**config.mk**
```make
export PLATFORM = sky130hd
export DESIGN_NAME = gimc_top
export DESIGN_NICKNAME = d
export VERILOG_FILES = /design/src/gimc_pkg.sv /design/src/gimc_top.sv
export SDC_FILE = /design/constraint.sdc
export NUM_CORES = 1
export LEC_CHECK = 0
export BUFFER_PORTS_ARGS = -buffer_cell sky130_fd_sc_hd__clkbuf_2
export CELL_PAD_IN_SITES_DETAIL_PLACEMENT = 1
export CELL_PAD_IN_SITES_GLOBAL_PLACEMENT = 2
export CORE_MARGIN = 2
export CORE_UTILIZATION = 35
export CTS_CLUSTER_SIZE = 12
export DETAILED_ROUTE_END_ITERATION = 8
export PLACE_DENSITY = 0.87
export SYNTH_ARGS = -nofsm -noshare
export SYNTH_HDL_FRONTEND = slang
export SYNTH_SLANG_ARGS = --single-unit
```
**constraint.sdc**
```tcl
create_clock -name mclk -period 5.24 [get_ports mclk]
set_input_delay 0.786 -clock mclk [delete_from_list [all_inputs] [get_ports mclk]]
set_output_delay 0.786 -clock mclk [all_outputs]
set_load 0.03 [all_outputs]
```
**src/gimc_pkg.sv**
```systemverilog
package gimc_pkg;
  // ==========================================================
  // register map
  localparam logic [7:0] PINS01_OFS = 8'h0D;
  localparam logic [7:0] PINS23_OFS = 8'h0E;
  localparam logic [7:0] BUSM_OFS = 8'h0F;
  localparam logic [7:0] PINS01_RST = 8'h55;
  localparam logic [7:0] PINS23_RST = 8'h35;
  localparam logic [7:0] BUSM_RST = 8'h00;
  localparam logic [7:0] BUSM_RW_MASK = 8'h1F; // bits 7:5 read only
  // ==========================================================
  // field positions inside a pin pair byte (low pin +0, high pin +4)
  localparam int PIN_DRIVE_BIT = 0;
  localparam int PIN_DIRIN_BIT = 1; // only meaningful for pin 3
  localparam int PIN_FAR_BIT = 2;
  localparam int PIN_LEVEL_BIT = 3;
  localparam int PIN_HI_SHIFT = 4;
  // bus master byte
  localparam int WD_OFF_BIT = 0;
  localparam int WD_FAST_BIT = 1;
  localparam int LOCK_BIT = 2;
  localparam int DLY_LSB = 3;
  // ==========================================================
  // timing
  localparam int CLK_MHZ = 40;
  localparam int SDA_BASE_NS = 350;
  localparam int SDA_STEP_NS = 50;
  localparam int SDA_BASE_CYC = SDA_BASE_NS * CLK_MHZ / 1000;
  localparam int SDA_STEP_CYC = SDA_STEP_NS * CLK_MHZ / 1000;
  localparam int WD_FAST_US = 50;
  localparam int WD_FAST_CYC = WD_FAST_US * CLK_MHZ;
  localparam int WD_LONG_MS = 1000;
  localparam int WD_LONG_CYC = WD_LONG_MS * 1000 * CLK_MHZ;
  localparam int RCV_HALF_US = 5;
  localparam int RCV_HALF_CYC = RCV_HALF_US * CLK_MHZ;
  localparam int RCV_PULSES = 9;
  // ==========================================================
  // register write request
  typedef struct packed {
    logic wr;
    logic from_far; // arrived over the control channel
    logic [7:0] addr;
    logic [7:0] wdata;
  } gimc_wreq_s;

  typedef enum logic [2:0] {
    WD_WATCH = 3'b001,
    WD_LOW = 3'b010,
    WD_HIGH = 3'b100
  } gimc_wd_e;
endpackage

```
**src/gimc_top.sv**
```systemverilog
`timescale 1ns/1ps
// Notes on behaviour
// an enabled pin set to output without far control shows its local level, and a cleared enable floats it.
// with far control set the pin is driven as an output with the level sent by the far end; the code drives it only while its enable is set.
// software makes a pin an output before giving it to the far end; pin 3 direction reads 1 for input and resets to input.
// the two bit delay code adds 50 ns steps to the sda output delay, from 350 ns up to 500 ns.
// with the lock bit set, register writes coming over the control channel are dropped.
// the lock bit never stops forwarding of far requests to local bus slaves.
// the bus watchdog expires after 50 us with the speed bit set and after 1 s otherwise.
// the watchdog off bit stops the watchdog while it is 1.
// an expiry with sda high marks the bus as free.
// an expiry with sda low starts a recovery of nine scl clock pulses.
// reserved writable bits store and return data, reserved read only bits read zero, none has an effect.
module gimc_top #(
  parameter int WD_LONG_CYC = gimc_pkg::WD_LONG_CYC,
  parameter int WD_FAST_CYC = gimc_pkg::WD_FAST_CYC,
  parameter int RCV_HALF_CYC = gimc_pkg::RCV_HALF_CYC
) (
  input wire logic mclk,
  input wire logic sys_rst,
  input wire gimc_pkg::gimc_wreq_s wreq,
  input wire logic [7:0] rd_addr,
  output logic [7:0] rdata_ff,
  input wire logic fwd_req,
  output logic fwd_ack_ff,
  input wire logic [3:0] far_level,
  input wire logic [3:0] pin_in,
  output logic [3:0] pin_out_ff,
  output logic [3:0] pin_oe_ff,
  input wire logic sda_src,
  output logic sda_out_ff,
  input wire logic scl_in,
  input wire logic sda_in,
  output logic scl_oe_ff,
  output logic bus_free_ff,
  output logic pin3_sample_ff
);
  localparam int CW = $clog2(WD_LONG_CYC + 1);
  localparam int HW = $clog2(RCV_HALF_CYC + 1);
  localparam int SH = gimc_pkg::SDA_BASE_CYC + 3 * gimc_pkg::SDA_STEP_CYC;

  // ==========================================================
  // registers
  logic [7:0] p01_ff, p23_ff, bm_ff;
  logic [7:0] nxt_p01, nxt_p23, nxt_bm, nxt_rdata;
  logic nxt_fwd_ack, wr_ok;

  // write decode; far writes dropped while locked
  always_comb begin
    wr_ok = wreq.wr && !(wreq.from_far && bm_ff[gimc_pkg::LOCK_BIT]);
    nxt_p01 = p01_ff;
    nxt_p23 = p23_ff;
    nxt_bm = bm_ff;
    if (wr_ok) begin
      case (wreq.addr)
        gimc_pkg::PINS01_OFS: nxt_p01 = wreq.wdata;
        gimc_pkg::PINS23_OFS: nxt_p23 = wreq.wdata;
        gimc_pkg::BUSM_OFS: nxt_bm = wreq.wdata & gimc_pkg::BUSM_RW_MASK;
        default: nxt_bm = bm_ff;
      endcase
    end
    case (rd_addr)
      gimc_pkg::PINS01_OFS: nxt_rdata = p01_ff;
      gimc_pkg::PINS23_OFS: nxt_rdata = p23_ff;
      gimc_pkg::BUSM_OFS: nxt_rdata = bm_ff;
      default: nxt_rdata = 8'h00;
    endcase
    nxt_fwd_ack = fwd_req;
  end

  // register state
  always_ff @(posedge mclk) begin
    if (sys_rst) begin
      p01_ff <= gimc_pkg::PINS01_RST;
      p23_ff <= gimc_pkg::PINS23_RST;
      bm_ff <= gimc_pkg::BUSM_RST;
      rdata_ff <= 8'h00;
      fwd_ack_ff <= 1'b0;
    end else begin
      p01_ff <= nxt_p01;
      p23_ff <= nxt_p23;
      bm_ff <= nxt_bm;
      rdata_ff <= nxt_rdata;
      fwd_ack_ff <= nxt_fwd_ack;
    end
  end

  // ==========================================================
  // pins
  logic [3:0] drive_on, far_ctl, local_lvl, dir_out;
  logic [3:0] nxt_pin_out, nxt_pin_oe;
  logic nxt_pin3_sample;

  // field gather and drive select
  always_comb begin
    for (int i = 0; i < 4; i++) begin
      drive_on[i] = (i < 2) ? p01_ff[gimc_pkg::PIN_DRIVE_BIT + 4 * (i % 2)]
                            : p23_ff[gimc_pkg::PIN_DRIVE_BIT + 4 * (i % 2)];
      far_ctl[i] = (i < 2) ? p01_ff[gimc_pkg::PIN_FAR_BIT + 4 * (i % 2)]
                           : p23_ff[gimc_pkg::PIN_FAR_BIT + 4 * (i % 2)];
      local_lvl[i] = (i < 2) ? p01_ff[gimc_pkg::PIN_LEVEL_BIT + 4 * (i % 2)]
                             : p23_ff[gimc_pkg::PIN_LEVEL_BIT + 4 * (i % 2)];
      dir_out[i] = 1'b1;
    end
    dir_out[3] = !p23_ff[gimc_pkg::PIN_DIRIN_BIT + gimc_pkg::PIN_HI_SHIFT];
    for (int i = 0; i < 4; i++) begin
      nxt_pin_oe[i] = drive_on[i] && (far_ctl[i] || dir_out[i]);
      nxt_pin_out[i] = far_ctl[i] ? far_level[i] : local_lvl[i];
    end
    nxt_pin3_sample = dir_out[3] ? pin3_sample_ff : pin_in[3];
  end

  // pin outputs
  always_ff @(posedge mclk) begin
    if (sys_rst) begin
      pin_out_ff <= 4'h0;
      pin_oe_ff <= 4'h0;
      pin3_sample_ff <= 1'b0;
    end else begin
      pin_out_ff <= nxt_pin_out;
      pin_oe_ff <= nxt_pin_oe;
      pin3_sample_ff <= nxt_pin3_sample;
    end
  end

  // ==========================================================
  // sda output delay line
  logic [SH-1:0] sh_ff, nxt_sh;
  logic nxt_sda_out;
  logic [1:0] dly;
  logic [4:0] age_ff, nxt_age; // cycles since reset, saturating

  // tap moves by one step per code value
  always_comb begin
    dly = bm_ff[gimc_pkg::DLY_LSB +: 2];
    nxt_age = (age_ff == 5'(SH)) ? age_ff : age_ff + 5'h1;
    nxt_sh = {sh_ff[SH-2:0], sda_src};
    nxt_sda_out = sh_ff[gimc_pkg::SDA_BASE_CYC - 2
                        + gimc_pkg::SDA_STEP_CYC * int'(dly)];
  end

  always_ff @(posedge mclk) begin
    if (sys_rst) begin
      sh_ff <= '1;
      sda_out_ff <= 1'b1;
      age_ff <= 5'h0;
    end else begin
      sh_ff <= nxt_sh;
      sda_out_ff <= nxt_sda_out;
      age_ff <= nxt_age;
    end
  end

  // ==========================================================
  // bus watchdog and recovery
  gimc_pkg::gimc_wd_e wd_ff, nxt_wd;
  logic [CW-1:0] cnt_ff, nxt_cnt, limit;
  logic [HW-1:0] ph_ff, nxt_ph;
  logic [3:0] np_ff, nxt_np;
  logic scl_q_ff, sda_q_ff, nxt_free, nxt_scl_oe, act, expire, wd_off;

  // idle count, expiry and pulse train
  always_comb begin
    wd_off = bm_ff[gimc_pkg::WD_OFF_BIT];
    limit = bm_ff[gimc_pkg::WD_FAST_BIT] ? CW'(WD_FAST_CYC)
                                         : CW'(WD_LONG_CYC);
    act = (scl_in != scl_q_ff) || (sda_in != sda_q_ff);
    expire = 1'b0;
    nxt_wd = wd_ff;
    nxt_cnt = cnt_ff;
    nxt_ph = ph_ff;
    nxt_np = np_ff;
    nxt_free = bus_free_ff && !act;
    case (wd_ff)
      gimc_pkg::WD_WATCH: begin
        nxt_cnt = act ? '0 : cnt_ff + 1'b1;
        if (!act && cnt_ff + 1'b1 >= limit) begin
          expire = 1'b1;
          nxt_cnt = '0;
          if (sda_in) begin
            nxt_free = 1'b1;
          end else begin
            nxt_wd = gimc_pkg::WD_LOW;
            nxt_ph = '0;
            nxt_np = 4'h0;
          end
        end
      end
      gimc_pkg::WD_LOW: begin
        nxt_ph = ph_ff + 1'b1;
        if (ph_ff + 1'b1 >= HW'(RCV_HALF_CYC)) begin
          nxt_ph = '0;
          nxt_wd = gimc_pkg::WD_HIGH;
        end
      end
      gimc_pkg::WD_HIGH: begin
        nxt_ph = ph_ff + 1'b1;
        if (ph_ff + 1'b1 >= HW'(RCV_HALF_CYC)) begin
          nxt_ph = '0;
          nxt_np = np_ff + 4'h1;
          nxt_wd = (np_ff == 4'(gimc_pkg::RCV_PULSES - 1))
                   ? gimc_pkg::WD_WATCH : gimc_pkg::WD_LOW;
        end
      end
      default: nxt_wd = gimc_pkg::WD_WATCH;
    endcase
    if (wd_off) begin
      nxt_wd = gimc_pkg::WD_WATCH;
      nxt_cnt = '0;
      nxt_free = 1'b0;
      expire = 1'b0;
    end
    nxt_scl_oe = (nxt_wd == gimc_pkg::WD_LOW);
  end

  always_ff @(posedge mclk) begin
    if (sys_rst) begin
      wd_ff <= gimc_pkg::WD_WATCH;
      cnt_ff <= '0;
      ph_ff <= '0;
      np_ff <= 4'h0;
      scl_q_ff <= 1'b1;
      sda_q_ff <= 1'b1;
      bus_free_ff <= 1'b0;
      scl_oe_ff <= 1'b0;
    end else begin
      wd_ff <= nxt_wd;
      cnt_ff <= nxt_cnt;
      ph_ff <= nxt_ph;
      np_ff <= nxt_np;
      scl_q_ff <= scl_in;
      sda_q_ff <= sda_in;
      bus_free_ff <= nxt_free;
      scl_oe_ff <= nxt_scl_oe;
    end
  end
endmodule // gimc_top

```
==> results.py, run 1 <==
metrics = {
    "setup_path": {
        "cp_max_fo": 15,
        "crit_required_ns": 5.49,
        "cp-start-kind": "register",
        "path_cells": "nand4_2 -> or4_1 -> nor3_1 -> xor2_1 -> ha_1 -> nand2_1 -> a2111oi_0 -> or4b_1 -> o2111ai_2 -> o21ai_2 -> buf_4 -> and3_4 -> a22o_1",
        "regToRegSetupSlack_ns": 1.13,
        "worst_r2r_path_depth": 13,
        "rr_endpoint": "cnt_ff[10]$_SDFFE_PP0N_",
        "crit_type": "reg2reg",
        "crit_slowest_cell": "or4_1",
        "crit_arrival_ns": 4.36,
        "end_kind": "register",
        "max_stage_delay_ns": 0.67,
        "cp-startpoint": "cnt_ff[3]$_SDFFE_PP0N_",
        "r2r-start": "cnt_ff[3]$_SDFFE_PP0N_",
        "cp-endpoint": "cnt_ff[10]$_SDFFE_PP0N_",
    },
    "synth": {
        "async_reset_ff_share_pct": 0,
        "syn-num-nets": 624,
        "seq_area_frac_synth_pct": 41.3,
        "synth_common_cells": "dfxtp_1 (104), nand2_1 (57), nor2_1 (47), mux2i_1 (27), clkbuf_1 (26)",
        "ys_top_cells_by_area": "dfxtp_1 (41%), mux2i_1 (5.4%), ha_1 (4.5%)",
        "yosysTopAreaCellShare_pct": 41.3,
        "synthesis.area_mm2": 0.00505,
        "synth_area_per_cell_um2": 8.92,
        "synth_area_leader_cell": "dfxtp_1",
        "yosysMostFrequentCell": "dfxtp_1",
        "synthFlopType": "dfxtp_1",
        "synth_edf_count": 0,
        "synth_cell_types": 63,
        "ys_seq_elements": 104,
        "syn_inst": 566,
        "ys_warn_count": 0,
    },
    "drt": {
        "wl_mm": 13.4,
        "drt-wirelength-per-cell_um": 17.0,
        "remaining_drc_errors": 0,
        "first_iter_violations": 173,
        "vias_per_cell": 5.45,
        "vias": 4312,
        "dr.pass1.iters": 4,
        "ant_nets": 0,
    },
    "sta": {
        "hold_ws_ns": 0.415,
        "hold_viol_final": 0,
        "setup_viol_count_final": 0,
        "fin_crit_sh_pct": 78.4,
        "maxSlewHeadroom_pct": 43.3,
        "rsz0062_at_grt": "no",
        "final.setup.tns_ns": 0,
        "fin_worst_skew_ns": 0.00600,
        "min_period_ns": 4.11,
        "worstMarginPinSlew_ns": 0.829,
        "drv_slew": 0,
        "clock.fmax_ghz": 0.243,
    },
    "cells_and_area": {
        "drive_gt1_share_pct": 19.8,
        "synthToLayoutAreaGrowth_pct": 14.3,
        "fin_cells": 791,
        "seqCellArea_mm2": 0.00208,
        "n_fill_cell": 1622,
        "multi_input_area_mm2": 0.00279,
        "fin_area_mm2": 0.00577,
        "diodes": 0,
        "nNetsFinal": 664,
    },
    "clocking": {
        "clkLatencyLatePin_ns": 0.36,
        "clockBufferDepth": 2,
        "cts.sinks": 104,
        "cts_resized": 0,
        "cts.root.buffer_cell": "clkbuf_16",
        "cts_tree": "done",
        "cts_setup_buffers": 0,
        "cts_htree_levels": 3,
        "numCtsBuffers": 9,
        "cts_hold_repair.buffers": 0,
        "path_clk_slew_ns": 0.08,
    },
    "hold_path": {
        "holdCritPathClass": "reg2reg",
        "hp-start": "sh_ff[8]$_SDFF_PP1_",
        "whs_path_depth": 1,
    },
    "floorplanning": {
        "die_x_um": 124,
        "die_area_mm2": 0.0154,
        "pin_count": 61,
        "coreArea_mm2": 0.0140,
        "chipHeight_um": 124,
        "initial_core_util_pct": 36.1,
        "rows": 43,
    },
    "global_route": {
        "grt_pass1_wl_mm": 21.7,
        "grt_antenna_before_repair": 0,
        "grt_max_degree": 58,
        "grt_overflow": 0,
        "grt.total_usage_pct": 18.0,
        "grt_pass1_vias": 4377,
    },
    "power": {
        "p_leak_uw": 0.00233,
        "total_power_uw": 1550,
        "power_density_mw_per_mm2": 269,
        "irDropWorstVdd_uv": 161,
    },
    "status": {
        "status": "complete, no violations",
    },
    "placement": {
        "dpl.cell_count": 775,
        "placed_area_mm2": 0.00546,
        "io_buffers": 57,
        "dp_hpwl_mm": 9.46,
        "gp_congestion": 0.837,
    },
    "job": {
        "drv_cap": 0,
    },
}
## layout make-up
type | count | area share (%)
multi-input combinational | 419 | 48.3
sequential | 104 | 36.1
timing repair buffer | 63 | 5.73
clock buffer | 9 | 3.91
tap | 180 | 3.91
clock inverter | 7 | 1.45
inverter | 9 | 0.586
## cells in the final DEF, fill, tap and decap left out, types with 8 or more instances in the layout
cell and n:
inv_1 9, a22oi_1 8, nor2_1 47, nand4_1 15
nor3_1 11, nor2b_1 11, nand3_1 20, or2_2 23
mux2i_1 27, a21oi_1 17, ha_1 18, a22o_1 12
clkbuf_2 57, dfxtp_1 104, and3_1 14, o21ai_0 11
nor4_1 9, clkbuf_16 9, nand2_1 57, xor2_1 11
o211ai_1 12, xnor2_1 8
## worst min-delay path by stage
stage	to	slack [ns]
global route	sh_ff[9]$_SDFF_PP1_	0.43
CTS	sh_ff[6]$_SDFF_PP1_	0.42
global placement	sh_ff[3]$_SDFF_PP1_	0.39
finish	sh_ff[9]$_SDFF_PP1_	0.42
floorplan	sh_ff[10]$_SDFF_PP1_	0.39
detailed placement	sh_ff[9]$_SDFF_PP1_	0.40
## power by group
group / internal (µW) / leakage, µW / switching [µW]
sequential: 796 / 0.000842 / 3.02
clock: 343 / 0.000151 / 349
combinational: 22.9 / 0.00134 / 39.6
total: 1160 / 0.00233 / 392
## logic make-up after synthesis
group                    synth area share [%]
AO/OA/AOI/OAI                            15.2
XOR/XNOR                                 3.30
adder cells (fa/ha/maj)                  4.46
buffers and inverters                    3.64
flip-flops                               41.3
multiplexers                             7.36
AND/OR/NAND/NOR                          24.8
## flip-flops by register name, indices dropped and copies added, names as in the netlist, 3 cells and up
name and flops:
bm_ff 5, cnt_ff 26, np_ff 4, p01_ff 8, p23_ff 8, ph_ff 8
pin_oe_ff 4, pin_out_ff 4, rdata_ff 8, sh_ff 19, wd_ff 3
## per-stage QoR
step	setup WS (ns)	util, %
2_1_floorplan	1.89	-
5_1_grt	0.906	41.2
4_1_cts	1.18	41.2
6_report	1.13	41.2
3_5_place_dp	1.19	39.0
3_3_place_gp	1.24	39.0
## worst max-delay path, delay by kind of cell, from the launching register on
kind / cells / cell delay (ns)
and+or+nand+nor: 6 / 2.05
DFF: 1 / 0.52
adders and majority gates: 1 / 0.31
xor gates and xnor gates: 1 / 0.12
buffers and inverters: 1 / 0.22
AOI/OAI and AO/OA: 4 / 0.76
## per-layer routing
layer / share of wire (%) / global-route usage [%] / up-vias
met5: 0 / 0 / -
met4: 1.1 / 5.13 / 0
met3: 4.3 / 3.89 / 12
met2: 48 / 31.4 / 79
met1: 46 / 22.4 / 2094
li1: - / - / 2127
(Power assumes the default switching activity.)
==> run 2: changes to the inputs <==
Settings changed: CORE_UTILIZATION 35 to 32, PLACE_DENSITY 0.87 to 0.84.
Clock period 5.24 ns to 3.6 ns, I/O delays scaled along.
==> results.py, run 2 (synthesis gave the netlist of run 1 again) <==
metrics = {
    "floorplanning": {
        "chipHeight_um": 130,
        "coreArea_mm2": 0.0153,
        "die_x_um": 130,
        "pin_count": 61,
        "die_area_mm2": 0.0168,
        "rows": 45,
        "initial_core_util_pct": 32.9,
    },
    "sta": {
        "setup_viol_count_final": 0,
        "drv_slew": 0,
        "clock.fmax_ghz": 0.290,
        "fin_crit_sh_pct": 95.8,
        "min_period_ns": 3.45,
        "maxSlewHeadroom_pct": 48.7,
        "fin_worst_skew_ns": 0.00912,
        "final.setup.tns_ns": 0,
        "worstMarginPinSlew_ns": 0.751,
        "hold_viol_final": 0,
    },
    "hold_path": {
        "holdCritPathClass": "in2reg",
        "whs_path_depth": 2,
    },
    "setup_path": {
        "cp_num_cells": 12,
        "cp_max_fo": 12,
        "worst_r2r_path_depth": 12,
        "crit_slowest_cell": "or4_4",
        "crit_arrival_ns": 3.69,
        "cp_top_family": "simple AND/OR/NAND/NOR gates",
        "end_kind": "register",
        "cp-start-kind": "register",
        "crit_required_ns": 3.84,
        "path_cells": "nand4_2 -> buf_4 -> or4_4 -> xnor2_1 -> ha_1 -> nand3_1 -> a2111oi_2 -> or4b_4 -> o2111ai_2 -> o21ai_2 -> and3_4 -> a22o_1",
        "crit_type": "reg2reg",
        "cp_num_buf_inv": 1,
        "max_stage_delay_ns": 0.55,
    },
    "clocking": {
        "clockBufferDepth": 2,
        "numCtsBuffers": 9,
        "cts_hold_repair.buffers": 0,
        "clkLatencyLatePin_ns": 0.35,
        "cts.root.buffer_cell": "clkbuf_16",
        "cts_htree_levels": 3,
        "cts.sinks": 104,
        "path_clk_slew_ns": 0.08,
        "cts_tree": "done",
    },
    "global_route": {
        "grt.total_usage_pct": 16.9,
        "grt_overflow": 0,
        "grt_pass1_wl_mm": 22.7,
        "grt_max_degree": 58,
        "grt_antenna_before_repair": 0,
        "grt_pass1_vias": 4608,
    },
    "power": {
        "power_switching_uw": 542,
        "seq_power_share_pct": 50.7,
        "p_leak_uw": 0.00247,
        "clockPowerShare_pct": 45.2,
        "total_power_uw": 2290,
        "power_density_mw_per_mm2": 379,
        "irDropWorstVdd_uv": 260,
        "internal_power_uw": 1750,
        "swShare_pct": 23.7,
        "combPwrFrac_pct": 4.1,
    },
    "cells_and_area": {
        "drive_gt1_share_pct": 24.7,
        "largestRegisters": "cnt_ff (26), sh_ff (19)",
        "mostFrequentLayoutCell": "dfxtp_1",
        "diodes": 0,
        "synthToLayoutAreaGrowth_pct": 20.0,
        "nNetsFinal": 689,
        "regMostFlops": "cnt_ff",
        "n_fill_cell": 1813,
        "fin_util_pct": 39.5,
        "layout_common_cells": "dfxtp_1 (103), nand2_1 (57), clkbuf_2 (57)",
        "largest_register_ffs": 26,
    },
    "drt": {
        "ant_nets": 0,
        "first_iter_violations": 207,
        "wl_mm": 13.6,
        "vias": 4420,
        "remaining_drc_errors": 0,
        "vias_per_cell": 5.22,
        "dr.pass1.iters": 4,
        "drt-wirelength-per-cell_um": 16.1,
    },
    "placement": {
        "gp_congestion": 0.825,
        "io_buffers": 57,
        "dp_hpwl_mm": 9.89,
    },
    "status": {
        "status": "complete, no violations",
    },
    "job": {
        "drv_cap": 0,
    },
}
[run 2: final timing paths]
check	slack, ns	to	startpoint
worst max register to register	0.15	cnt_ff[1]$_SDFFE_PP0N_	cnt_ff[6]$_SDFFE_PP0N_
worst max-delay path	0.15	cnt_ff[1]$_SDFFE_PP0N_	cnt_ff[6]$_SDFFE_PP0N_
worst min-delay path	0.36	sh_ff[0]$_SDFF_PP1_	sda_src
worst min register to register	0.41	sh_ff[3]$_SDFF_PP1_	sh_ff[2]$_SDFF_PP1_
[run 2: layer usage]
metal	part of all wire, %	global-route usage, %
met5	0	0
met4	2.4	6.64
met3	3.0	2.64
met2	47	29.1
met1	47	21.3
[run 2: final cells by class]
class	count	area (µm²)	share of cell area [%]
clock buffer	9	225	3.72
clock inverter	7	83.8	1.38
inverter	9	33.8	0.558
multi-input combinational	419	2830	46.7
sequential	104	2080	34.4
tap	211	264	4.36
timing repair buffer	88	534	8.82
[run 2: metrics by stage]
step | cells | area [µm²] | hold WS, ns | worst slack, ns
after floorplan | 566 | 5050 | 0.389 | 0.253
after global placement | 830 | 5690 | 0.393 | 0.148
after detailed placement | 830 | 5690 | 0.397 | 0.0844
after CTS | 846 | 6000 | 0.359 | 0.0356
after global routing | 847 | 6050 | 0.365 | -0.0206
final | 847 | 6050 | 0.364 | 0.152
[run 2: power groups by stage]
stage          combinational (µW)  sequential, µW  clock [µW]
2_1_floorplan                40.2            1200           0
4_1_cts                      94.7            1160        1060
5_1_grt                       103            1160        1110
6_report                     92.9            1160        1040
3_5_place_dp                 94.0            1190           0
3_3_place_gp                 91.9            1190           0
[run 2: timing repair]
item,4_1_cts,5_1_grt
gates resized for setup,0,14
setup buffers,0,1
endpoints found under the setup margin,0,41
==> run 3: changes to the inputs <==
Settings changed: ABC_CLOCK_PERIOD_IN_PS set to 3000.
Clock period 3.6 ns to 3 ns, I/O delays scaled along.
==> results.py, run 3 (synthesis gave the netlist of run 1 again) <==
metrics = {
    "floorplanning": {
        "die_x_um": 130,
        "initial_core_util_pct": 32.9,
        "pin_count": 61,
        "die_area_mm2": 0.0168,
        "coreArea_mm2": 0.0153,
        "rows": 45,
        "chipHeight_um": 130,
    },
    "clocking": {
        "clockBufferDepth": 2,
        "cts_tree": "done",
        "path_clk_slew_ns": 0.08,
        "numCtsBuffers": 9,
        "cts.root.buffer_cell": "clkbuf_16",
        "cts_htree_levels": 3,
        "clkLatencyLatePin_ns": 0.35,
        "cts.sinks": 104,
        "cts_hold_repair.buffers": 0,
    },
    "cells_and_area": {
        "regMostFlops": "cnt_ff",
        "n_fill_cell": 1795,
        "fin_cells": 899,
        "largestRegisters": "cnt_ff (26), sh_ff (19)",
        "mostFrequentLayoutCell": "dfxtp_1",
        "largest_register_ffs": 26,
        "layout_common_cells": "dfxtp_1 (92), buf_4 (74), clkbuf_2 (57)",
        "synthToLayoutAreaGrowth_pct": 32.3,
        "drive_gt1_share_pct": 35.0,
        "fin_util_pct": 43.6,
        "diodes": 0,
        "nNetsFinal": 741,
        "fin_area_mm2": 0.00668,
    },
    "sta": {
        "rsz0062_at_grt": "yes",
        "drv_slew": 0,
        "worstMarginPinSlew_ns": 0.618,
        "fin_worst_skew_ns": 0.00937,
        "timing.final.ws_setup_ns": -0.374,
        "min_period_ns": 3.37,
        "maxSlewHeadroom_pct": 58.6,
        "fin_crit_sh_pct": 112,
        "final.setup.tns_ns": -11.70,
        "hold_ws_ns": 0.280,
        "hold_viol_final": 0,
        "clock.fmax_ghz": 0.296,
        "setup_viol_count_final": 41,
    },
    "setup_path": {
        "cp-startpoint": "cnt_ff[0]$_SDFFE_PP0N_",
        "cp_max_fo": 8,
        "regToRegSetupSlack_ns": -0.37,
        "crit_type": "reg2reg",
        "rr_endpoint": "cnt_ff[7]$_SDFFE_PP0N_",
        "r2r-start": "cnt_ff[0]$_SDFFE_PP0N_",
        "cp-endpoint": "cnt_ff[7]$_SDFFE_PP0N_",
        "cp-start-kind": "register",
        "crit_required_ns": 3.24,
        "crit_arrival_ns": 3.62,
        "worst_r2r_path_depth": 12,
        "end_kind": "register",
    },
    "status": {
        "status": "finished with violations",
        "violations": "setup timing",
    },
    "placement": {
        "gp_congestion": 0.879,
        "placed_area_mm2": 0.00600,
        "dp_hpwl_mm": 10.7,
        "io_buffers": 57,
        "dpl.cell_count": 866,
    },
    "global_route": {
        "grt.total_usage_pct": 18.1,
        "grt_antenna_before_repair": 0,
        "grt_pass1_vias": 4794,
        "grt_pass1_wl_mm": 24.3,
        "grt_max_degree": 30,
        "grt_overflow": 0,
    },
    "hold_path": {
        "holdCritPathClass": "in2reg",
    },
    "job": {
        "drv_cap": 0,
    },
    "drt": {
        "first_iter_violations": 207,
        "drt-wirelength-per-cell_um": 17.2,
        "wl_mm": 15.5,
        "remaining_drc_errors": 0,
        "vias_per_cell": 5.21,
        "ant_nets": 0,
        "vias": 4688,
        "dr.pass1.iters": 4,
    },
    "power": {
        "p_leak_uw": 0.00283,
        "irDropWorstVdd_uv": 278,
        "power_density_mw_per_mm2": 408,
    },
}
run 3: power by group:
group | internal [µW] | switching [µW]
Clock | 607 | 604
Combinational | 48.3 | 74.5
Sequential | 1390 | 5.76
Total | 2040 | 684
run 3: worst min path at each step:
| stage | startpoint | end | cells past startpoint |
|---|---|---|---|
| finish | sda_src | sh_ff[0]$_SDFF_PP1_ | 2 |
| detailed placement | sh_ff[3]$_SDFF_PP1_ | sh_ff[4]$_SDFF_PP1_ | 1 |
| global route | sda_src | sh_ff[0]$_SDFF_PP1_ | 2 |
| global placement | sh_ff[3]$_SDFF_PP1_ | sh_ff[4]$_SDFF_PP1_ | 1 |
| floorplan | sh_ff[9]$_SDFF_PP1_ | sh_ff[10]$_SDFF_PP1_ | 1 |
| CTS | sda_src | sh_ff[0]$_SDFF_PP1_ | 2 |
run 3: what timing repair did:
action,in CTS,in global routing
gates resized for setup,14,41
setup endpoints to repair,42,42
gates cloned,1,1
setup buffers,3,13
pin swaps,14,21
run 3: layout make-up:
| cell class | count | area (µm²) | area share, % |
|---|---|---|---|
| Inverter | 9 | 33.8 | 0.506 |
| Timing Repair Buffer | 139 | 925 | 13.8 |
| Tap cell | 211 | 264 | 3.95 |
| Multi-Input combinational cell | 420 | 3040 | 45.5 |
| Sequential cell | 104 | 2100 | 31.5 |
| Clock inverter | 7 | 88.8 | 1.33 |
| Clock buffer | 9 | 225 | 3.37 |
run 3: metal layers:
| layer | track usage (%) | share of wire [%] | vias up |
|---|---|---|---|
| met5 | 0 | 0 | - |
| met4 | 5.25 | 1.8 | 0 |
| met3 | 3.51 | 3.5 | 20 |
| met2 | 31.7 | 50 | 98 |
| met1 | 22.6 | 45 | 2286 |
| li1 | - | - | 2284 |
run 3: critical path, stage by stage (launching register included):
cell and delay, ns:
dfxtp_4 0.39, nand3_4 0.06, or4_4 0.55, xnor2_2 0.17, ha_1 0.32, nand3_2 0.11
a2111oi_4 0.28, or4b_4 0.52, o2111ai_4 0.12, buf_4 0.17, o21ai_4 0.10, and3_4 0.27
a22o_1 0.21
run 3: through the flow:
step	power (µW)	setup WS [ns]
floorplan	1490	-0.258
global placement	1540	-0.310
detailed placement	1540	-0.448
CTS	2770	-0.319
global route	2830	-0.465
finish	2730	-0.374
